### config.mk
export PLATFORM = sky130hd
export DESIGN_NAME = bbt_engine
export DESIGN_NICKNAME = d
export VERILOG_FILES = /design/src/core/bbt_edge_mask.v /design/src/core/bbt_combine.v /design/src/core/bbt_engine.v
export VERILOG_INCLUDE_DIRS = /design/src /design/src/core
export SDC_FILE = /design/constraint.sdc
export NUM_CORES = 2
export LEC_CHECK = 0
export BUFFER_PORTS_ARGS = -buffer_cell sky130_fd_sc_hd__buf_4
export CORE_MARGIN = 3
export CORE_UTILIZATION = 55
export DETAILED_ROUTE_END_ITERATION = 6
export HOLD_SLACK_MARGIN = 0.06
export PLACE_DENSITY_LB_ADDON = 0.12
export SYNTH_ARGS = -nofsm -noshare
export SYNTH_HDL_FRONTEND = slang
export SYNTH_SLANG_ARGS = --single-unit
### constraint.sdc
create_clock -name mclk -period 12.3 [get_ports mclk]
set_clock_uncertainty 0.15 [all_clocks]
set_input_delay 2.46 -clock mclk [delete_from_list [all_inputs] [get_ports mclk]]
set_output_delay 2.46 -clock mclk [all_outputs]
set_load 0.02 [all_outputs]
### src/core/bbt_defines.vh
// Constants of the bit-boundary block transfer engine
`ifndef BBT_DEFINES_VH
`define BBT_DEFINES_VH

// ----------------------------------------
// Register byte offsets
// ----------------------------------------
`define BBT_OFF_CTRL    4'h0
`define BBT_OFF_ACC1    4'h4
`define BBT_OFF_ACC2    4'h8
`define BBT_OFF_STAT    4'hC

// ----------------------------------------
// Register fields and reset values
// ----------------------------------------
`define BBT_CTRL_ISSUE  0
`define BBT_CTRL_STORE  1
`define BBT_STAT_BUSY   0
`define BBT_STAT_DONE   1
`define BBT_STAT_TRAP   2
`define BBT_STAT_SUSP   3
`define BBT_RST_STORE   1'b0
`define BBT_RST_ACC     16'h0000

// ----------------------------------------
// Descriptor word indices
// ----------------------------------------
`define BBT_W_FUNC      4'd0
`define BBT_W_DBA       4'd2
`define BBT_W_DRW       4'd3
`define BBT_W_DLX       4'd4
`define BBT_W_DTY       4'd5
`define BBT_W_DW        4'd6
`define BBT_W_DH        4'd7
`define BBT_W_SBA       4'd8
`define BBT_W_SRW       4'd9
`define BBT_W_SLX       4'd10
`define BBT_W_STY       4'd11
`define BBT_W_PAT0      4'd12
`define BBT_W_LAST      4'd15

// ----------------------------------------
// Function word fields and encodings
// ----------------------------------------
`define BBT_FN_SRC_ALT  10
`define BBT_FN_DST_ALT  11
`define BBT_FN_STYPE    12
`define BBT_FN_OP       14
`define BBT_ST_BLOCK    2'h0
`define BBT_ST_COMPL    2'h1
`define BBT_ST_MASKED   2'h2
`define BBT_ST_PAT      2'h3
`define BBT_OP_REPLACE  2'h0
`define BBT_OP_PAINT    2'h1
`define BBT_OP_INVERT   2'h2
`define BBT_OP_ERASE    2'h3

`endif

### src/core/bbt_edge_mask.v
// Edge mask of one destination word
`timescale 1ns/1ps
module bbt_edge_mask (
	input  wire [11:0] word_idx,
	input  wire [15:0] left_x,
	input  wire [15:0] width,
	output reg  [15:0] mask
);
	integer    c;
	reg [15:0] x;
	reg [15:0] off;

	// Unsigned distance test covers both edges while width stays non-negative
	always @* begin
		mask = 16'h0000;
		x    = 16'h0000;
		off  = 16'h0000;
		for (c = 0; c < 16; c = c + 1) begin
			x            = {word_idx, c[3:0]};
			off          = x - left_x;
			mask[15 - c] = (off < width);
		end
	end
endmodule // bbt_edge_mask

### src/core/bbt_combine.v
// Source alignment, source term, combining operation and edge merge
`timescale 1ns/1ps
`include "bbt_defines.vh"
module bbt_combine (
	input  wire [15:0] src_hi,
	input  wire [15:0] src_lo,
	input  wire [3:0]  skew,
	input  wire [15:0] dst,
	input  wire [15:0] pattern,
	input  wire [15:0] mask,
	input  wire [1:0]  stype,
	input  wire [1:0]  op,
	output wire [15:0] result
);
	wire [31:0] pair    = {src_hi, src_lo};
	wire [31:0] shifted = pair << skew;
	wire [15:0] aligned = shifted[31:16];
	reg  [15:0] term;
	reg  [15:0] res;

	always @* begin
		case (stype)
			`BBT_ST_BLOCK:  term = aligned;
			`BBT_ST_COMPL:  term = ~aligned;
			`BBT_ST_MASKED: term = aligned & pattern;
			default:        term = pattern;
		endcase
	end

	always @* begin
		case (op)
			`BBT_OP_REPLACE: res = term;
			`BBT_OP_PAINT:   res = term | dst;
			`BBT_OP_INVERT:  res = term ^ dst;
			default:         res = ~term & dst;
		endcase
	end

	// Bits outside the rectangle keep the old destination value
	assign result = (res & mask) | (dst & ~mask);
endmodule // bbt_combine

### src/core/bbt_engine.v
// Bit-boundary block transfer engine with Avalon-MM registers and word memory master
// ----------------------------------------
// Overview of operation
// - On completion only accumulator_two is guaranteed; others may hold anything.
// - Without the writable control store, issuing traps as unimplemented, no transfer.
// - Sixteen-word descriptor: function, unused, destination six, source four, four patterns.
// - Negative destination height or width: no writes, finish at once.
// - Interrupt only at scan line start; progress to accumulator_one, program counter backed.
// - Function bit 10 puts source, bit 11 destination, in alternate bank.
// - Bits 14-15 pick replace, OR, XOR or and-not with destination.
// - Bits 12-13 pick source, complement, source AND pattern, or pattern.
// - One pattern word per line, cycling four words in processing order.
// - Top to bottom when destination top is above source top, else upward.
// - Source rectangle takes the destination width and height.
// - Overlapping rectangles are ordered so the result matches an unmodified source.
// - Rectangles sit at any bit position; partial edge words are merged.
// - Aim for few cycles per word and modest start-up cost.
// - Most significant bit of a word is the leftmost pixel.
// ----------------------------------------
//
// The register addresses and the Avalon-MM slave port were decided locally.
`timescale 1ns/1ps
`include "bbt_defines.vh"
module bbt_engine (
	input  wire        mclk,
	input  wire        rst,
	input  wire [3:0]  avs_address,
	input  wire        avs_read,
	input  wire        avs_write,
	input  wire [31:0] avs_writedata,
	output reg  [31:0] avs_readdata,
	output reg         avs_waitrequest,
	output reg         mem_req,
	output reg         mem_we,
	output reg         mem_alt_bank,
	output reg  [15:0] mem_addr,
	output reg  [15:0] mem_wdata,
	input  wire        mem_ack,
	input  wire [15:0] mem_rdata,
	input  wire        irq_pending,
	output reg         pc_backup,
	output reg         op_trap
);
	// ----------------------------------------
	// States
	// ----------------------------------------
	localparam [6:0] S_IDLE = 7'b000_0001;
	localparam [6:0] S_DESC = 7'b000_0010;
	localparam [6:0] S_LINE = 7'b000_0100;
	localparam [6:0] S_SRC0 = 7'b000_1000;
	localparam [6:0] S_SRC1 = 7'b001_0000;
	localparam [6:0] S_DST  = 7'b010_0000;
	localparam [6:0] S_WR   = 7'b100_0000;

	reg [6:0]  state_q;
	reg [15:0] desc_q [0:15];
	reg [3:0]  idx_q;
	reg [15:0] acc1_q;
	reg [15:0] acc2_q;
	reg        store_q;
	reg        busy_q;
	reg        done_q;
	reg        trap_q;
	reg        susp_q;
	reg        moved_q;
	reg [15:0] line_q;
	reg [11:0] wi_q;
	reg [15:0] dline_q;
	reg [15:0] sline_q;
	reg [15:0] srca_q;
	reg [15:0] srcb_q;
	reg [15:0] dstw_q;
	reg [31:0] rd_d;

	// ----------------------------------------
	// Descriptor fields
	// ----------------------------------------
	wire [15:0] fn  = desc_q[`BBT_W_FUNC];
	wire [15:0] dba = desc_q[`BBT_W_DBA];
	wire [15:0] drw = desc_q[`BBT_W_DRW];
	wire [15:0] dest_left_x = desc_q[`BBT_W_DLX];
	wire [15:0] dest_top_y = desc_q[`BBT_W_DTY];
	wire [15:0] dw  = desc_q[`BBT_W_DW];
	wire [15:0] dh  = desc_q[`BBT_W_DH];
	wire [15:0] sba = desc_q[`BBT_W_SBA];
	wire [15:0] srw = desc_q[`BBT_W_SRW];
	wire [15:0] src_left_x = desc_q[`BBT_W_SLX];
	wire [15:0] src_top_y = desc_q[`BBT_W_STY];
	wire [1:0]  stype = fn[`BBT_FN_STYPE+1:`BBT_FN_STYPE];
	wire [1:0]  op    = fn[`BBT_FN_OP+1:`BBT_FN_OP];
	wire [15:0] pat   = desc_q[`BBT_W_PAT0 + {2'b00, line_q[1:0]}];

	// ----------------------------------------
	// Geometry
	// ----------------------------------------
	wire        topdown = $signed(dest_top_y) < $signed(src_top_y);
	wire        rtl     = $signed(dest_left_x) > $signed(src_left_x);
	wire [15:0] dlast_x = dest_left_x + dw - 16'h0001;
	wire [11:0] wfirst  = dest_left_x[15:4];
	wire [11:0] wlast   = dlast_x[15:4];
	wire [11:0] wend    = rtl ? wfirst : wlast;
	wire [15:0] yoff    = topdown ? line_q : (dh - 16'h0001 - line_q);
	wire [15:0] dy      = dest_top_y + yoff;
	wire [15:0] sy      = src_top_y + yoff;
	wire [31:0] dprod   = dy * drw;
	wire [31:0] sprod   = sy * srw;
	wire [15:0] dwaddr  = dline_q + {4'h0, wi_q};
	wire [15:0] xs0     = {wi_q, 4'h0} + src_left_x - dest_left_x;
	wire [15:0] swaddr  = sline_q + {{4{xs0[15]}}, xs0[15:4]};
	wire        no_op   = dw[15] | dh[15] | (dw == 16'h0000) | (dh == 16'h0000);
	wire        pat_only = (stype == `BBT_ST_PAT);
	wire [15:0] mask;
	wire [15:0] result;

	bbt_edge_mask u_mask (
		.word_idx (wi_q),
		.left_x   (dest_left_x),
		.width    (dw),
		.mask     (mask)
	);

	bbt_combine u_comb (
		.src_hi  (srca_q),
		.src_lo  (srcb_q),
		.skew    (xs0[3:0]),
		.dst     (dstw_q),
		.pattern (pat),
		.mask    (mask),
		.stype   (stype),
		.op      (op),
		.result  (result)
	);

	// ----------------------------------------
	// Register read mux
	// ----------------------------------------
	always @* begin
		rd_d = 32'h0000_0000;
		if (avs_address == `BBT_OFF_CTRL) begin
			rd_d[`BBT_CTRL_STORE] = store_q;
		end else if (avs_address == `BBT_OFF_ACC1) begin
			rd_d[15:0] = acc1_q;
		end else if (avs_address == `BBT_OFF_ACC2) begin
			rd_d[15:0] = acc2_q;
		end else if (avs_address == `BBT_OFF_STAT) begin
			rd_d[`BBT_STAT_BUSY] = busy_q;
			rd_d[`BBT_STAT_DONE] = done_q;
			rd_d[`BBT_STAT_TRAP] = trap_q;
			rd_d[`BBT_STAT_SUSP] = susp_q;
		end
	end

	// ----------------------------------------
	// Bus slave: one wait state per access
	// ----------------------------------------
	wire wr_go = avs_write & ~avs_waitrequest;
	wire issue = wr_go & (avs_address == `BBT_OFF_CTRL) & avs_writedata[`BBT_CTRL_ISSUE];

	always @(posedge mclk) begin
		if (rst) begin
			avs_waitrequest <= 1'b1;
			avs_readdata    <= 32'h0000_0000;
		end else begin
			if ((avs_read | avs_write) & avs_waitrequest) begin
				avs_waitrequest <= 1'b0;
			end else begin
				avs_waitrequest <= 1'b1;
			end
			if (avs_read & avs_waitrequest) begin
				avs_readdata <= rd_d;
			end
		end
	end

	// ----------------------------------------
	// Transfer sequencer
	// ----------------------------------------
	always @(posedge mclk) begin
		if (rst) begin
			state_q      <= S_IDLE;
			idx_q        <= 4'h0;
			acc1_q       <= `BBT_RST_ACC;
			acc2_q       <= `BBT_RST_ACC;
			store_q      <= `BBT_RST_STORE;
			busy_q       <= 1'b0;
			done_q       <= 1'b0;
			trap_q       <= 1'b0;
			susp_q       <= 1'b0;
			moved_q      <= 1'b0;
			line_q       <= 16'h0000;
			wi_q         <= 12'h000;
			dline_q      <= 16'h0000;
			sline_q      <= 16'h0000;
			srca_q       <= 16'h0000;
			srcb_q       <= 16'h0000;
			dstw_q       <= 16'h0000;
			mem_req      <= 1'b0;
			mem_we       <= 1'b0;
			mem_alt_bank <= 1'b0;
			mem_addr     <= 16'h0000;
			mem_wdata    <= 16'h0000;
			pc_backup    <= 1'b0;
			op_trap      <= 1'b0;
		end else begin
			pc_backup <= 1'b0;
			op_trap   <= 1'b0;
			// Accumulators are frozen while a transfer owns them
			if (wr_go & ~busy_q) begin
				if (avs_address == `BBT_OFF_CTRL) begin
					store_q <= avs_writedata[`BBT_CTRL_STORE];
				end else if (avs_address == `BBT_OFF_ACC1) begin
					acc1_q <= avs_writedata[15:0];
				end else if (avs_address == `BBT_OFF_ACC2) begin
					acc2_q <= avs_writedata[15:0];
				end
			end
			case (state_q)
				S_IDLE: begin
					if (issue) begin
						done_q <= 1'b0;
						susp_q <= 1'b0;
						if (!store_q) begin
							trap_q  <= 1'b1;
							op_trap <= 1'b1;
						end else begin
							trap_q  <= 1'b0;
							busy_q  <= 1'b1;
							idx_q   <= 4'h0;
							state_q <= S_DESC;
						end
					end
				end
				S_DESC: begin
					if (!mem_req) begin
						mem_req      <= 1'b1;
						mem_we       <= 1'b0;
						mem_alt_bank <= 1'b0;
						mem_addr     <= acc2_q + {12'h000, idx_q};
					end else if (mem_ack) begin
						mem_req       <= 1'b0;
						desc_q[idx_q] <= mem_rdata;
						idx_q         <= idx_q + 4'h1;
						if (idx_q == `BBT_W_LAST) begin
							state_q <= S_LINE;
							line_q  <= acc1_q;
							moved_q <= 1'b0;
						end
					end
				end
				S_LINE: begin
					if (no_op || line_q >= dh) begin
						// Only the table pointer is promised back
						acc1_q  <= 16'h0000;
						busy_q  <= 1'b0;
						done_q  <= 1'b1;
						state_q <= S_IDLE;
					end else if (irq_pending && moved_q) begin
						acc1_q    <= line_q;
						pc_backup <= 1'b1;
						busy_q    <= 1'b0;
						susp_q    <= 1'b1;
						state_q   <= S_IDLE;
					end else begin
						dline_q <= dba + dprod[15:0];
						sline_q <= sba + sprod[15:0];
						wi_q    <= rtl ? wlast : wfirst;
						state_q <= pat_only ? S_DST : S_SRC0;
					end
				end
				S_SRC0: begin
					if (!mem_req) begin
						mem_req      <= 1'b1;
						mem_we       <= 1'b0;
						mem_alt_bank <= fn[`BBT_FN_SRC_ALT];
						mem_addr     <= swaddr;
					end else if (mem_ack) begin
						mem_req <= 1'b0;
						srca_q  <= mem_rdata;
						state_q <= S_SRC1;
					end
				end
				S_SRC1: begin
					// Second word feeds the bits that spill past a word edge
					if (!mem_req) begin
						mem_req      <= 1'b1;
						mem_we       <= 1'b0;
						mem_alt_bank <= fn[`BBT_FN_SRC_ALT];
						mem_addr     <= swaddr + 16'h0001;
					end else if (mem_ack) begin
						mem_req <= 1'b0;
						srcb_q  <= mem_rdata;
						state_q <= S_DST;
					end
				end
				S_DST: begin
					if (!mem_req) begin
						mem_req      <= 1'b1;
						mem_we       <= 1'b0;
						mem_alt_bank <= fn[`BBT_FN_DST_ALT];
						mem_addr     <= dwaddr;
					end else if (mem_ack) begin
						mem_req <= 1'b0;
						dstw_q  <= mem_rdata;
						state_q <= S_WR;
					end
				end
				S_WR: begin
					if (!mem_req) begin
						mem_req      <= 1'b1;
						mem_we       <= 1'b1;
						mem_alt_bank <= fn[`BBT_FN_DST_ALT];
						mem_addr     <= dwaddr;
						mem_wdata    <= result;
					end else if (mem_ack) begin
						mem_req <= 1'b0;
						mem_we  <= 1'b0;
						if (wi_q == wend) begin
							line_q  <= line_q + 16'h0001;
							moved_q <= 1'b1;
							state_q <= S_LINE;
						end else begin
							// Walk toward unread source words on overlap
							wi_q    <= rtl ? wi_q - 12'h001 : wi_q + 12'h001;
							state_q <= pat_only ? S_DST : S_SRC0;
						end
					end
				end
				default: begin
					state_q <= S_IDLE;
				end
			endcase
		end
	end
endmodule // bbt_engine

==> results.cfg <==
[logic_synthesis]
ys_seq_elements = 440
synth_area_leaders = ha_1, edfxtp_1, fa_1
yosys_warnings = 0
netlist.area_leader.share = 0.162
synthCells = 4921
synth_edf_count = 230
synthMostInstantiatedCell = inv_1
ys.flop_type = edfxtp_1
avgSynthCellArea_um2 = 8.85
synth_cell_type_count = 87
synth.cell_area_um2 = 43600
synth_top_cell_by_area = ha_1
async_reset_ff_frac = 0
ys_seq_area_frac = 0.255
netlist_top_cells_count = inv_1, ha_1, nand2_1

[floorplan]
fp-row-count = 102
start_util = 0.559
die_area_um2 = 82600
die_y_um = 287
io_pins = 128
die_x_um = 287
core-area_um2 = 78000

[power]
power.share.clock = 0.496
ir_worst_vdd_mv = 0.109
p_comb_frac = 0.028
p_int_uw = 2490
switching_share = 0.235
pwr-share-seq = 0.476
p_switching_uw = 766
p_leak_uw = 0.0210
power_density_nw_per_um2 = 68.9

[grt]
grt_max_degree = 119
track_usage = 0.328
grt-ovfl-total = 0
antenna_found_initial = 1
grt_first_pass_wirelength_mm = 208
grt_pass1_vias = 34447

[final_layout]
register_area_um2 = 11100
fillers = 6954
nNetsFinal = 5786
fin_area_um2 = 47200
diodes = 0
area_delta_synth_final_pct = 8.39
multi_input_area_um2 = 29400
layout-drive-gt1-share = 0.0738

[sta]
tns_ns = 0
relSlewSlack = 0.0942
worstMarginPinSlew_ns = 1.35
rsz0062_at_grt = no
finalMaxSlewViolations = 0
fin_crit_ns = 11.37
hold-worst-slack_ns = 0.308
fmax_mhz = 88.0
timing.final.crit_share = 0.924
report.final.hold_viol_count = 0
final-setup-viol-count = 0

[hold_path]
min_path_type = reg -> reg

[setup_path]
crit_path_frequent_cell = xnor2_1
arrival_ns = 11.68
cp-end-kind = flop
critPathMaxStageDelay_ns = 0.69
worstSetupStartpointType = flop
slowest_stage = a2111oi_0
required_ns = 12.62
crit_fanout = 10
criticalPathCategory = reg -> reg

[clock_network]
htree_levels = 2
cts_resized = 0
numCtsBuffers = 53
cts_tree = built
clk_pin_slew_ns = 0.06
clk_path_buf_depth = 3
root_buffer = clkbuf_16
clock_sinks = 440
cts_hold_buf = 0
clkLatencyLatePin_ns = 0.66
cts_setup_buffers = 0

[routing]
totalWireLength_mm = 137
drc = 0
drt_iter0_drc = 3378
post_drt_wl_per_cell_um = 22.6
met1_length_mm = 60.4
vias = 36084
top_layer = met5
dr_wl_met3_mm = 14.5
wl_met2_mm = 58.0
viasPerCell = 5.98
first_pass_iters = 6
drtAntennaViolNets = 0

[flow_run]
maxCapViolCount = 0

[placed_design]
post_dp_cell_area_um2 = 45400
portBuffers = 95
dp_hpwl_mm = 101
gp_congestion = 1.00

[status]
status = finished clean
==> stage by stage <==
stage / util / total power (µW) / setup WS, ns / instances
2_1_floorplan: - / 1610 / 1.94 / 4936
3_3_place_gp: 0.582 / 1670 / 1.22 / 5939
3_5_place_dp: 0.582 / 1670 / 1.10 / 5939
4_1_cts: 0.606 / 3270 / 1.02 / 6039
5_1_grt: 0.606 / 3340 / 0.270 / 6039
6_report: 0.606 / 3260 / 0.933 / 6039
==> cell usage in the layout (no fill, tap or decap), types with 137 or more instances in the layout <==
master	instances
edfxtp_1	230
fa_1	211
nand2_1	525
inv_1	592
a21oi_1	399
and2_1	137
ha_1	563
nor2_1	182
o21ai_0	265
xnor2_1	262
buf_4	176
dfxtp_1	210
==> path summary, 6_finish.rpt <==
kind                                         startpoint                  endpoint  slack (ns)  cells after the start
worst max-delay path            desc_q[11][9]$_DFFE_PP_  sline_q[15]$_SDFFE_PP0P_        0.93                     40
worst min-delay path            sline_q[7]$_SDFFE_PP0P_   sline_q[7]$_SDFFE_PP0P_        0.31                      2
worst max register to register  desc_q[11][9]$_DFFE_PP_  sline_q[15]$_SDFFE_PP0P_        0.93                     40
worst min register to register  sline_q[7]$_SDFFE_PP0P_   sline_q[7]$_SDFFE_PP0P_        0.31                      2
==> kinds of logic after synthesis <==
family	share of synthesized area
AO/OA/AOI/OAI	0.156
XOR/XNOR	0.0814
adder cells (fa/ha/maj)	0.259
buffers and inverters	0.0715
flip-flops	0.255
multiplexers	0.0402
other	0.0000861
AND/OR/NAND/NOR	0.137
==> critical path: cells and delay by family (launching register included) <==
| kind | cells | cell delay [ns] |
|---|---|---|
| AOI/OAI and AO/OA | 13 | 3.13 |
| xor gates and xnor gates | 11 | 2.29 |
| adders and majority gates | 9 | 3.93 |
| buffers and inverters | 1 | 0.08 |
| DFF | 1 | 0.40 |
| muxes | 1 | 0.15 |
| and+or+nand+nor | 5 | 1.05 |
==> sequential cells by signal, indices dropped and copies added (netlist names), 4 cells and up <==
register	flops
wi_q	12
sline_q	16
dstw_q	16
mem_addr	16
idx_q	4
srcb_q	15
acc2_q	16
line_q	16
acc1_q	16
state_q	7
mem_wdata	16
desc_q	230
avs_readdata	16
srca_q	16
dline_q	16
==> power by group through the flow <==
stage | combinational [µW] | clock (µW) | sequential [µW]
after detailed placement | 89.9 | 0 | 1580
after floorplan | 30.1 | 0 | 1580
after global routing | 94.2 | 1690 | 1550
final | 91.6 | 1610 | 1550
after global placement | 89.4 | 0 | 1580
after CTS | 90.0 | 1640 | 1550
==> final cells by class <==
class,count,share of cell area
Tap cell,1040,0.0276
Timing Repair Buffer,177,0.0282
Clock buffer,68,0.0314
Clock inverter,32,0.00673
Sequential cell,440,0.235
Inverter,594,0.0472
Multi-Input combinational cell,3688,0.624
==> per-layer routing <==
metal / vias up / GRT usage
met5: - / 0.00655
met4: 2 / 0.0849
met3: 218 / 0.0680
met2: 1644 / 0.493
met1: 17313 / 0.480
li1: 16907 / -
Power figures use the tool's default switching activity.
